--- config.mk ---
export PLATFORM = sky130hd
export DESIGN_NAME = modem_status_top
export DESIGN_NICKNAME = d
export VERILOG_FILES = /design/src/hw/msr_pkg.sv /design/src/hw/msr_link_if.sv /design/src/hw/modem_status_top.sv /design/src/hw/msr_port_sense.sv
export VERILOG_INCLUDE_DIRS = /design/src /design/src/hw
export SDC_FILE = /design/constraint.sdc
export NUM_CORES = 1
export LEC_CHECK = 0
export BUFFER_PORTS_ARGS = -buffer_cell sky130_fd_sc_hd__buf_2
export CAP_MARGIN = 10
export CORE_UTILIZATION = 40
export CTS_CLUSTER_SIZE = 25
export DETAILED_ROUTE_END_ITERATION = 16
export SLEW_MARGIN = 40
export SYNTH_ARGS = -nofsm -noshare
export SYNTH_HDL_FRONTEND = slang
export SYNTH_SLANG_ARGS = --single-unit
export TNS_END_PERCENT = 20
--- constraint.sdc ---
create_clock -name ref_clk -period 4.1 [get_ports ref_clk]
set_input_delay 0.205 -clock ref_clk [delete_from_list [all_inputs] [get_ports ref_clk]]
set_output_delay 0.205 -clock ref_clk [all_outputs]
set_load 0.005 [all_outputs]
--- src/hw/msr_cfg.svh ---
`ifndef MSR_CFG_SVH
`define MSR_CFG_SVH

// ----------------------------------------
// Register offsets (byte addresses)
// ----------------------------------------
`define MS_OFF_STATUS0   8'h00
`define MS_OFF_IEN0      8'h04
`define MS_OFF_STATUS1   8'h10
`define MS_OFF_IEN1      8'h14
`define MS_OFF_INT_STAT  8'h20
`define MS_OFF_INT_MASK  8'h24

// ----------------------------------------
// Field positions
// ----------------------------------------
`define MS_DELTA_LSB     0
`define MS_LEVEL_LSB     4
`define MS_IEN_MODEM_BIT 3

// ----------------------------------------
// Reset values and bus answers
// ----------------------------------------
`define MS_IEN_RST       8'h00
`define MS_INT_RST       2'h0
`define MS_PIN_IDLE      4'hf
`define MS_RESP_OKAY     2'h0
`define MS_RESP_SLVERR   2'h2

`endif

--- src/hw/msr_pkg.sv ---
package msr_pkg;

    // Register select from the address decoder
    typedef enum logic [2:0] {
        SEL_NONE    = 3'h0,
        SEL_STATUS0 = 3'h1,
        SEL_IEN0    = 3'h2,
        SEL_STATUS1 = 3'h3,
        SEL_IEN1    = 3'h4,
        SEL_INT_ST  = 3'h5,
        SEL_INT_MK  = 3'h6
    } reg_sel_e;

    typedef enum logic [1:0] {
        WR_IDLE = 2'h1,
        WR_RESP = 2'h2
    } wr_state_e;

    typedef enum logic [1:0] {
        RD_IDLE = 2'h1,
        RD_DATA = 2'h2
    } rd_state_e;

    // Per-port sense state
    typedef struct packed {
        logic [3:0] s1;
        logic [3:0] s2;
        logic [3:0] s3;
        logic [3:0] filt;
        logic [3:0] delta;
        logic       pending;
        logic       evt;
    } sense_state_s;

    // Bus and register state
    typedef struct packed {
        wr_state_e  wr_state;
        rd_state_e  rd_state;
        logic       aw_got;
        logic       w_got;
        logic [7:0] awaddr;
        logic [7:0] wdata;
        logic       wstrb0;
        logic [1:0] bresp;
        logic [7:0] rdata;
        logic [1:0] rresp;
        logic [7:0] ien0;
        logic [7:0] ien1;
        logic [1:0] int_st;
        logic [1:0] int_mk;
    } ctrl_state_s;

endpackage : msr_pkg

--- src/hw/msr_link_if.sv ---
`timescale 1ns/1ps

// Status of one port between sense logic and register block
interface msr_link_if;
    logic [3:0] level;
    logic [3:0] delta;
    logic       pending;
    logic       change;
    logic       clear;

    modport sense (output level, output delta, output pending, output change, input clear);
    modport ctrl  (input level, input delta, input pending, input change, output clear);
endinterface : msr_link_if

--- src/hw/modem_status_top.sv ---
// Behaviour
// - Status bit 4 shows the inverted clear-to-send pin of its port.
// - Status bit 0 sets when clear-to-send pin rises since last status read.
// - Clear-to-send level never gates or stalls the transmitter.
// - Status bit 5 shows the inverted data-set-ready pin of its port.
// - Status bit 1 sets when data-set-ready pin rises since last status read.
// - Status bit 7 shows the inverted carrier-detect pin of its port.
// - Status bit 3 sets when carrier-detect pin rises since last status read.
// - Status bit 6 shows the inverted ring-indicate pin of its port.
// - Status bit 2 sets when ring-indicate pin rises since last status read.
// - With enable bit 3 set, any handshake pin change raises port interrupt.
//
// Added by the designer: the AXI4-Lite register port and the register offsets.
`timescale 1ns/1ps
`include "msr_cfg.svh"

module modem_status_top
    import msr_pkg::*;
(
    input  logic        ref_clk,
    input  logic        rst_b,
    input  logic [7:0]  s_axi_awaddr,
    input  logic        s_axi_awvalid,
    output logic        s_axi_awready,
    input  logic [31:0] s_axi_wdata,
    input  logic [3:0]  s_axi_wstrb,
    input  logic        s_axi_wvalid,
    output logic        s_axi_wready,
    output logic [1:0]  s_axi_bresp,
    output logic        s_axi_bvalid,
    input  logic        s_axi_bready,
    input  logic [7:0]  s_axi_araddr,
    input  logic        s_axi_arvalid,
    output logic        s_axi_arready,
    output logic [31:0] s_axi_rdata,
    output logic [1:0]  s_axi_rresp,
    output logic        s_axi_rvalid,
    input  logic        s_axi_rready,
    input  logic [1:0]  clear_to_send_in_n,
    input  logic [1:0]  data_set_ready_in_n,
    input  logic [1:0]  ring_indicate_in_n,
    input  logic [1:0]  carrier_detect_in_n,
    output logic [1:0]  port_intr,
    output logic        irq
);

    // ----------------------------------------
    // Helpers
    // ----------------------------------------

    // Word-aligned address to register select
    function automatic reg_sel_e decode_addr(input logic [7:0] addr);
        logic [7:0] word;
        word = {addr[7:2], 2'b00};
        case (word)
            `MS_OFF_STATUS0:  decode_addr = SEL_STATUS0;
            `MS_OFF_IEN0:     decode_addr = SEL_IEN0;
            `MS_OFF_STATUS1:  decode_addr = SEL_STATUS1;
            `MS_OFF_IEN1:     decode_addr = SEL_IEN1;
            `MS_OFF_INT_STAT: decode_addr = SEL_INT_ST;
            `MS_OFF_INT_MASK: decode_addr = SEL_INT_MK;
            default:          decode_addr = SEL_NONE;
        endcase
    endfunction : decode_addr

    // Status register image from one port
    function automatic logic [7:0] status_image(input logic [3:0] level, input logic [3:0] delta);
        status_image = {level, delta};
    endfunction : status_image

    // ----------------------------------------
    // Port sense instances
    // ----------------------------------------
    msr_link_if link0 ();
    msr_link_if link1 ();

    // Pins grouped per port: dcd, ri, dsr, cts
    msr_port_sense sense0 (
        .ref_clk (ref_clk),
        .rst_b   (rst_b),
        .pins_n  ({carrier_detect_in_n[0], ring_indicate_in_n[0],
                   data_set_ready_in_n[0], clear_to_send_in_n[0]}),
        .link    (link0)
    );

    msr_port_sense sense1 (
        .ref_clk (ref_clk),
        .rst_b   (rst_b),
        .pins_n  ({carrier_detect_in_n[1], ring_indicate_in_n[1],
                   data_set_ready_in_n[1], clear_to_send_in_n[1]}),
        .link    (link1)
    );

    // ----------------------------------------
    // State
    // ----------------------------------------
    ctrl_state_s r_reg;
    ctrl_state_s r_next;

    logic        aw_hs;
    logic        w_hs;
    logic        ar_hs;
    logic        do_write;
    logic [7:0]  wr_addr;
    logic [7:0]  wr_data;
    logic        wr_strb;
    reg_sel_e    wr_sel;
    reg_sel_e    rd_sel;
    logic [1:0]  int_set;
    logic [1:0]  int_clr;

    // ----------------------------------------
    // Handshake outputs
    // ----------------------------------------
    assign s_axi_awready = (r_reg.wr_state == WR_IDLE) && !r_reg.aw_got;
    assign s_axi_wready  = (r_reg.wr_state == WR_IDLE) && !r_reg.w_got;
    assign s_axi_bvalid  = (r_reg.wr_state == WR_RESP);
    assign s_axi_arready = (r_reg.rd_state == RD_IDLE);
    assign s_axi_rvalid  = (r_reg.rd_state == RD_DATA);

    // Data outputs from flops, upper bits zero
    assign s_axi_bresp = r_reg.bresp;
    assign s_axi_rresp = r_reg.rresp;
    assign s_axi_rdata = {24'h000000, r_reg.rdata};

    // Handshakes this cycle
    assign aw_hs = s_axi_awvalid && s_axi_awready;
    assign w_hs  = s_axi_wvalid && s_axi_wready;
    assign ar_hs = s_axi_arvalid && s_axi_arready;

    // Write fires once address and data are both accepted, this cycle or held
    assign do_write = (aw_hs || r_reg.aw_got) && (w_hs || r_reg.w_got);
    assign wr_addr  = aw_hs ? s_axi_awaddr : r_reg.awaddr;
    assign wr_data  = w_hs ? s_axi_wdata[7:0] : r_reg.wdata;
    assign wr_strb  = w_hs ? s_axi_wstrb[0] : r_reg.wstrb0;
    assign wr_sel   = decode_addr(wr_addr);
    assign rd_sel   = decode_addr(s_axi_araddr);

    // ----------------------------------------
    // Change flag clearing on status read
    // ----------------------------------------
    assign link0.clear = ar_hs && (rd_sel == SEL_STATUS0);
    assign link1.clear = ar_hs && (rd_sel == SEL_STATUS1);

    // ----------------------------------------
    // Interrupt events
    // ----------------------------------------
    // Handshake change with modem interrupt enabled
    assign int_set = {link1.change & r_reg.ien1[`MS_IEN_MODEM_BIT],
                      link0.change & r_reg.ien0[`MS_IEN_MODEM_BIT]};
    assign int_clr = {2{ar_hs && (rd_sel == SEL_INT_ST)}};

    // Per-port interrupt, held until the status read
    assign port_intr = {link1.pending & r_reg.ien1[`MS_IEN_MODEM_BIT],
                        link0.pending & r_reg.ien0[`MS_IEN_MODEM_BIT]};

    // Summary line, unmasked sticky bits
    assign irq = |(r_reg.int_st & r_reg.int_mk);

    // ----------------------------------------
    // Next state
    // ----------------------------------------
    always_comb
    begin
        r_next = r_reg;

        // Sticky status, set wins over read clear
        r_next.int_st = (r_reg.int_st & ~int_clr) | int_set;

        // Write channel
        unique case (r_reg.wr_state)
            WR_IDLE:
            begin
                if (do_write)
                begin
                    r_next.aw_got   = 1'b0;
                    r_next.w_got    = 1'b0;
                    r_next.wr_state = WR_RESP;
                    r_next.bresp    = `MS_RESP_OKAY;
                    // Status and sticky registers are read only
                    unique case (wr_sel)
                        SEL_IEN0:
                        begin
                            if (wr_strb)
                                r_next.ien0 = wr_data;
                        end
                        SEL_IEN1:
                        begin
                            if (wr_strb)
                                r_next.ien1 = wr_data;
                        end
                        SEL_INT_MK:
                        begin
                            if (wr_strb)
                                r_next.int_mk = wr_data[1:0];
                        end
                        SEL_STATUS0, SEL_STATUS1, SEL_INT_ST:
                        begin
                            r_next.bresp = `MS_RESP_OKAY;
                        end
                        SEL_NONE:
                        begin
                            r_next.bresp = `MS_RESP_SLVERR;
                        end
                        default:
                        begin
                            r_next.bresp = `MS_RESP_SLVERR;
                        end
                    endcase
                end
                else
                begin
                    // Hold whichever half came first
                    if (aw_hs)
                    begin
                        r_next.aw_got = 1'b1;
                        r_next.awaddr = s_axi_awaddr;
                    end
                    if (w_hs)
                    begin
                        r_next.w_got  = 1'b1;
                        r_next.wdata  = s_axi_wdata[7:0];
                        r_next.wstrb0 = s_axi_wstrb[0];
                    end
                end
            end
            WR_RESP:
            begin
                if (s_axi_bready)
                    r_next.wr_state = WR_IDLE;
            end
        endcase

        // Read channel
        unique case (r_reg.rd_state)
            RD_IDLE:
            begin
                if (ar_hs)
                begin
                    r_next.rd_state = RD_DATA;
                    r_next.rresp    = `MS_RESP_OKAY;
                    r_next.rdata    = 8'h00;
                    unique case (rd_sel)
                        // CTS reaches only the status image and the port change interrupt
                        SEL_STATUS0: r_next.rdata = status_image(link0.level, link0.delta);
                        SEL_STATUS1: r_next.rdata = status_image(link1.level, link1.delta);
                        SEL_IEN0:    r_next.rdata = r_reg.ien0;
                        SEL_IEN1:    r_next.rdata = r_reg.ien1;
                        SEL_INT_ST:  r_next.rdata = {6'h00, r_reg.int_st};
                        SEL_INT_MK:  r_next.rdata = {6'h00, r_reg.int_mk};
                        SEL_NONE:    r_next.rresp = `MS_RESP_SLVERR;
                        default:     r_next.rresp = `MS_RESP_SLVERR;
                    endcase
                end
            end
            RD_DATA:
            begin
                if (s_axi_rready)
                    r_next.rd_state = RD_IDLE;
            end
        endcase
    end

    // ----------------------------------------
    // State register
    // ----------------------------------------
    always_ff @(posedge ref_clk or negedge rst_b)
    begin
        if (!rst_b)
        begin
            r_reg          <= '0;
            r_reg.wr_state <= WR_IDLE;
            r_reg.rd_state <= RD_IDLE;
            r_reg.ien0     <= `MS_IEN_RST;
            r_reg.ien1     <= `MS_IEN_RST;
            r_reg.int_st   <= `MS_INT_RST;
            r_reg.int_mk   <= `MS_INT_RST;
        end
        else
        begin
            r_reg <= r_next;
        end
    end

endmodule : modem_status_top

--- src/hw/msr_port_sense.sv ---
`timescale 1ns/1ps
`include "msr_cfg.svh"

module msr_port_sense
    import msr_pkg::*;
(
    input  logic       ref_clk,
    input  logic       rst_b,
    input  logic [3:0] pins_n,
    msr_link_if.sense  link
);

    sense_state_s r_reg;
    sense_state_s r_next;
    logic [3:0]   agree;

    // ----------------------------------------
    // Synchroniser, filter and change flags
    // ----------------------------------------
    // Pin order: 0 cts, 1 dsr, 2 ri, 3 dcd
    always_comb
    begin
        r_next    = r_reg;
        r_next.s1 = pins_n;
        r_next.s2 = r_reg.s1;
        r_next.s3 = r_reg.s2;
        agree     = ~(r_reg.s2 ^ r_reg.s3);
        // Level accepted once stages two and three agree
        r_next.filt = (r_reg.filt & ~agree) | (r_reg.s3 & agree);
        // Pin low to high sets flag; set beats read clear
        r_next.delta = (r_reg.delta & ~{4{link.clear}})
                     | (agree & r_reg.s3 & ~r_reg.filt);
        // Any edge, either direction
        r_next.evt     = |(agree & (r_reg.s3 ^ r_reg.filt));
        r_next.pending = (r_reg.pending & ~link.clear) | r_next.evt;
    end

    always_ff @(posedge ref_clk or negedge rst_b)
    begin
        if (!rst_b)
        begin
            r_reg         <= '0;
            r_reg.s1      <= `MS_PIN_IDLE;
            r_reg.s2      <= `MS_PIN_IDLE;
            r_reg.s3      <= `MS_PIN_IDLE;
            r_reg.filt    <= `MS_PIN_IDLE;
        end
        else
        begin
            r_reg <= r_next;
        end
    end

    // ----------------------------------------
    // Outputs
    // ----------------------------------------
    assign link.level   = ~r_reg.filt;
    assign link.delta   = r_reg.delta;
    assign link.pending = r_reg.pending;
    assign link.change  = r_reg.evt;

endmodule : msr_port_sense

# --- After elaboration in Yosys (flattened, before gate mapping) ---
# Index checks and enable logic that the tools add are counted.
# W data, S select, Z words.
classes:
  n_eq_ne: 30
  n_mux: 17
  bitwise_logic: 41
  n_reduce_logical: 34
ops:
  columns: ["operator", "n"]
  rows:
  - ["$pmux W8 S6", 1]
  - ["$and A4 B4 Y4", 10]
  - ["$pmux W3 S6", 2]
  - ["$not A4 Y4", 8]
  - ["$eq A6 B3 Y1 const B", 4]
  - ["$eq A6 B4 Y1 const B", 4]
  - ["$eq A3 B3 Y1 const B", 6]
  - ["$mux W8", 2]
  - ["$or A4 B4 Y4", 4]
  - ["$xor A4 B4 Y4", 4]
  - ["$mux W2", 7]
  - ["$reduce_and A2 Y1", 7]
  - ["$eq A3 B2 Y1 const B", 4]
  - ["$eq A6 B1 Y1 const B", 2]
  - ["$logic_not A6 Y1", 2]
  - ["$reduce_and A4 Y1", 3]
  - ["$reduce_or A6 Y1", 2]
  - ["$logic_and A1 B1 Y1", 9]
  - ["$pmux W2 S2", 2]
  - ["$reduce_or A4 Y1", 2]
  - ["$and A1 B1 Y1", 6]
  - ["$eq A3 B1 Y1 const B", 2]
  - ["$ne A2 B1 Y1 const B", 3]
  - ["$reduce_and A3 Y1", 2]
  - ["13 further kinds", 24]
totals:
  regBits: 99
  inputBits: 67
  output_inout_bits: 44
  wordCells: 151

# --- Logic depth before layout (Yosys ltp) ---
logic_depth:
  word_depth: 9
  mapped_depth: 6
  depth_no_buf: 4

# --- Hierarchy ---
# A second synthesis with hierarchy kept.
unflattened:
  cells_unflattened: 356
  hier_area_um2: 4465.5
by_module_without_submodules:
  columns: ["module", "n_inst", "cells_per_inst", "area_per_inst_um2", "seq_area_each_um2"]
  rows:
  - ["modem_status_top", 1, 252, 2826.5, 1278.7]
  - ["msr_port_sense", 2, 52, 819.5, 570.5]

# --- Least setup slack after synthesis ---
# No wires, ideal clock.
synth_path:
  kind: "register to register"
  startpoint: "register r_reg[53] in the netlist's numbering"
  endpoint: "register r_reg[32] in the netlist's numbering"
  setup_time_ns: 0.125
  arrival_time_ns: 1.733
  required_time_ns: 3.975
  path_slack_ns: 2.242
  stages_incl_launch_ff: 7
  path_buffers: 2
  period_less_slack_ns: 1.858
  path_cell_list: "dfstp_2 > nand2b_1 > buf_2 > nor3b_4 > and2_1 > buf_4 > mux2_2"
synth_between:
  elab_chain_cells: 7
  elab_cells_between_ends: 10
  cone_classes: "eq/ne: 1; bitwise: 1; reduce/logical: 8"
synth_lines:
  columns: ["item", "line_no", "source"]
  rows:
  - ["start, declared", "modem_status_top.sv:97", "ctrl_state_s r_reg;"]
  - ["start signal, assigned", "modem_status_top.sv:281", "r_reg <= r_next;"]
  - ["$eq A2 B1 Y1 (*)", "modem_status_top.sv:115, modem_status_top.sv:116, modem_status_top.sv:171", null]
  - ["$logic_and A1 B1 Y1 (on tied branches)", "modem_status_top.sv:115, modem_status_top.sv:116", null]
  - ["$logic_and A1 B1 Y1 (on tied branches)", "modem_status_top.sv:127, modem_status_top.sv:128", null]
  - ["$logic_or A1 B1 Y1", "modem_status_top.sv:132", "assign do_write = (aw_hs || r_reg.aw_got) && (w_hs || r_reg.w_got);"]
  - ["$logic_and A1 B1 Y1", "modem_status_top.sv:132", null]
  - ["$not A1 Y1 (no line)", null, null]
  - ["$reduce_and A3 Y1 (no line) (*)", null, null]
# Every way passes the cells marked *; elsewhere a longest branch is shown, timed or not.
# A chain may end at the register's enable or synchronous reset.

# --- Final worst setup path ---
layout_path:
  startpoint: "register r_reg[53] in the netlist's numbering"
  endpoint: "register r_reg[34] in the netlist's numbering"
# Same word-level chain as after synthesis.

==> impl_results.md <==
* Status: finished clean
* Pwr/cell area at 467 nW/µm²
* Non-Filler Instances at 522
* Top Ports at 111
* Die height at 107 µm
* Setup violators final at 0
* Yosys cell types at 42
* YS warnings at 0
* Vias in the first global route at 2488
* Clk buf depth at 2
* Arr. time, crit path at 2.54 ns
* WHS at 0.0615 ns
* Post-synthesis cell count at 326
* Largest register FFs at 41
* CP max-delay cell: dfstp_2
* Critical Path RT at 4.36 ns
* Worst setup EP type: flop
* Worst slew pin tran at 0.550 ns
* Area share of fa/ha/maj cells after synthesis at 0.0229
* Via Count at 2533
* Fillers at 1016
* Post-synthesis xor/xnor area fraction at 0.0160
* Leakage power at 2.27 nW
* Rows at 37
* Root Buffer: clkbuf_8
* Async S/R FF share, synth at 1.00
* Clock latency on the worst-skew pair at 0.37 ns
* Die Width at 107 µm
* N_diodes at 0
* DP Cell Count at 497
* Post-synthesis compound-gate area fraction at 0.0798
* Sequential Area at 2420 µm²
* NumNets Final at 456
* Fmax at 439 MHz
* Setup Fix Bufs, Post-CTS at 0
* Max-cap check violation count at 0
* Critical path peak fanout at 9
* Largest family of logic cells by synthesized area: multiplexers
* Worst hold path type: primary input to flop
* Initial drt markers at 89
* Clk slew on worst S/H paths at 0.09 ns
* Hold Violations, Final at 0
* Post-synth top area cell: dfrtp_1
* Area Overhead vs Synth at 11.6%
* First-pass GRT wire length at 12700 µm
* Synthesized area per cell at 13.4 µm²
* Htree depth at 3
* Initial antenna violation count at 0
* Post_cts resized at 0
* Initial DRT Pass Iterations at 4
* Peak VDD IR at 0.000301 V
* Slowest stage delay, CP at 0.55 ns
* Final WL at 7770 µm
* Post-synth EDFFs at 0
* Syn Std Cell Area at 4370 µm²
* Final min period at 2.28 ns
* Critical path cell sequence: nand2b_1 -> nor3b_4 -> and2_1 -> mux2_2
* Synth Area in Simple Gates at 0.0755
* Mux cell area share after synthesis at 0.169
* Register area share after synthesis at 0.553
* Core Area at 10500 µm²
* Critical Path Start Type: flop
* Most common cell after layout, fill and taps aside: dfrtp_1
* Slew headroom at 0.633
* Die Footprint at 11400 µm²
* # clock sinks at 95
* GP Congestion at 0.749
* Inserted Clock Buffers at 9
* CTS tree: built
* Wire per inst at 14.9 µm
* Worst clock skew at 0.00904 ns
* Most frequent cells in the layout: dfrtp_1 (61), buf_2 (52), mux2_2 (45), dfstp_2 (34), conb_1 (26)
* Register bit count reported by yosys at 95
* Hpwl dp at 5490 µm
* RSZ-0062 raised after global routing: false
* Total track usage at 0.149
* Initial Utilization at 0.418
* Fin crit share at 0.556
* Count of input and output buffers at 53
* GRT Residual Overflow at 0
* Max-slew violations at 0
* Via density at 4.85
* Layout cells sized above 1 at 0.420
* Setup TNS at 0 ns
* WS Path Type: flop to flop
* Area contributors post-synth: dfrtp_1 (35%), dfstp_2 (20%), mux2_2 (12%)
* Main synth FF type: dfrtp_1
* Multi-input logic area at 1690 µm²
* Detailed-route DRC error count at 0
* Top-area cell type share of the netlist area at 0.349
* Largest net degree at the start of global routing at 62
* Routed Antenna Nets at 0
==> final cells by class <==
cell class / instances / area share
clock buffers: 11 / 0.0269
repair buffers: 64 / 0.0771
inverters: 11 / 0.00846
multi-input cells: 200 / 0.345
clock inverters: 5 / 0.0118
well taps: 136 / 0.0349
flip-flops and latches: 95 / 0.496
==> metrics by stage <==
stage	setup slack, ns	utilization	area [µm²]	power, W
after global placement	1.84	0.440	4600	0.00167
after global routing	1.69	0.467	4880	0.00242
after CTS	1.78	0.466	4880	0.00232
final	1.82	0.467	4880	0.00228
after detailed placement	1.79	0.440	4600	0.00169
after floorplan	2.24	-	4470	0.00158
==> synth_stat cells, drive strengths merged, types with 6 or more instances <==
cell and instances:
ha 8, mux2 49, xnor2 8, buf 40, o21ai 8, a22o 19, nand2 13, dfstp 34
inv 11, nor2 11, dfrtp 61, mux4 6, nand3b 7
==> per-layer routing <==
layer,global-route usage,wire (µm)
met1,0.191,3500
met2,0.237,3710
met3,0.0484,474
met4,0.0528,90
met5,0,0
==> worst paths after layout <==
path,from,end,slack (ns),cells past startpoint
min reg2reg,sense0.r_next[16],sense0.r_next[12],0.36,0
max,r_reg[53],r_reg[34],1.82,4
min in group asynchronous,rst_b,r_reg[19],0.36,2
max in group asynchronous,rst_b,sense1.r_reg[10],2.86,3
max reg2reg,r_reg[53],r_reg[34],1.82,4
min,s_axi_arvalid,r_reg[51],0.06,2
==> power breakdown <==
group / total, W / internal [W] / switching, W / leakage [nW]
sequential: 0.00121 / 0.00111 / 0.000104 / 1.11
combinational: 0.000455 / 0.000249 / 0.000207 / 1.05
clock: 0.000611 / 0.000284 / 0.000328 / 0.0977
total: 0.00228 / 0.00164 / 0.000638 / 2.27
==> worst max-delay path: cells and delay by family, from the launching register on <==
family        cells  cell delay (ns)
mux               1             0.39
simple gates      3             1.23
flops             1             0.55
==> kinds of logic after synthesis <==
kind of cell,Yosys count
compound gates,45
mux,59
buf+inv,56
flops,95
simple gates,54
xor+xnor,8
other cells,1
fa+ha+maj,8
==> timing repair <==
action / in CTS / in global routing
endpoints found under the setup margin: 0 / 0
hold buffers: 9 / 0
endpoints found under the hold margin: 47 / 0
No activity file was read; power rests on OpenSTA's default activity.
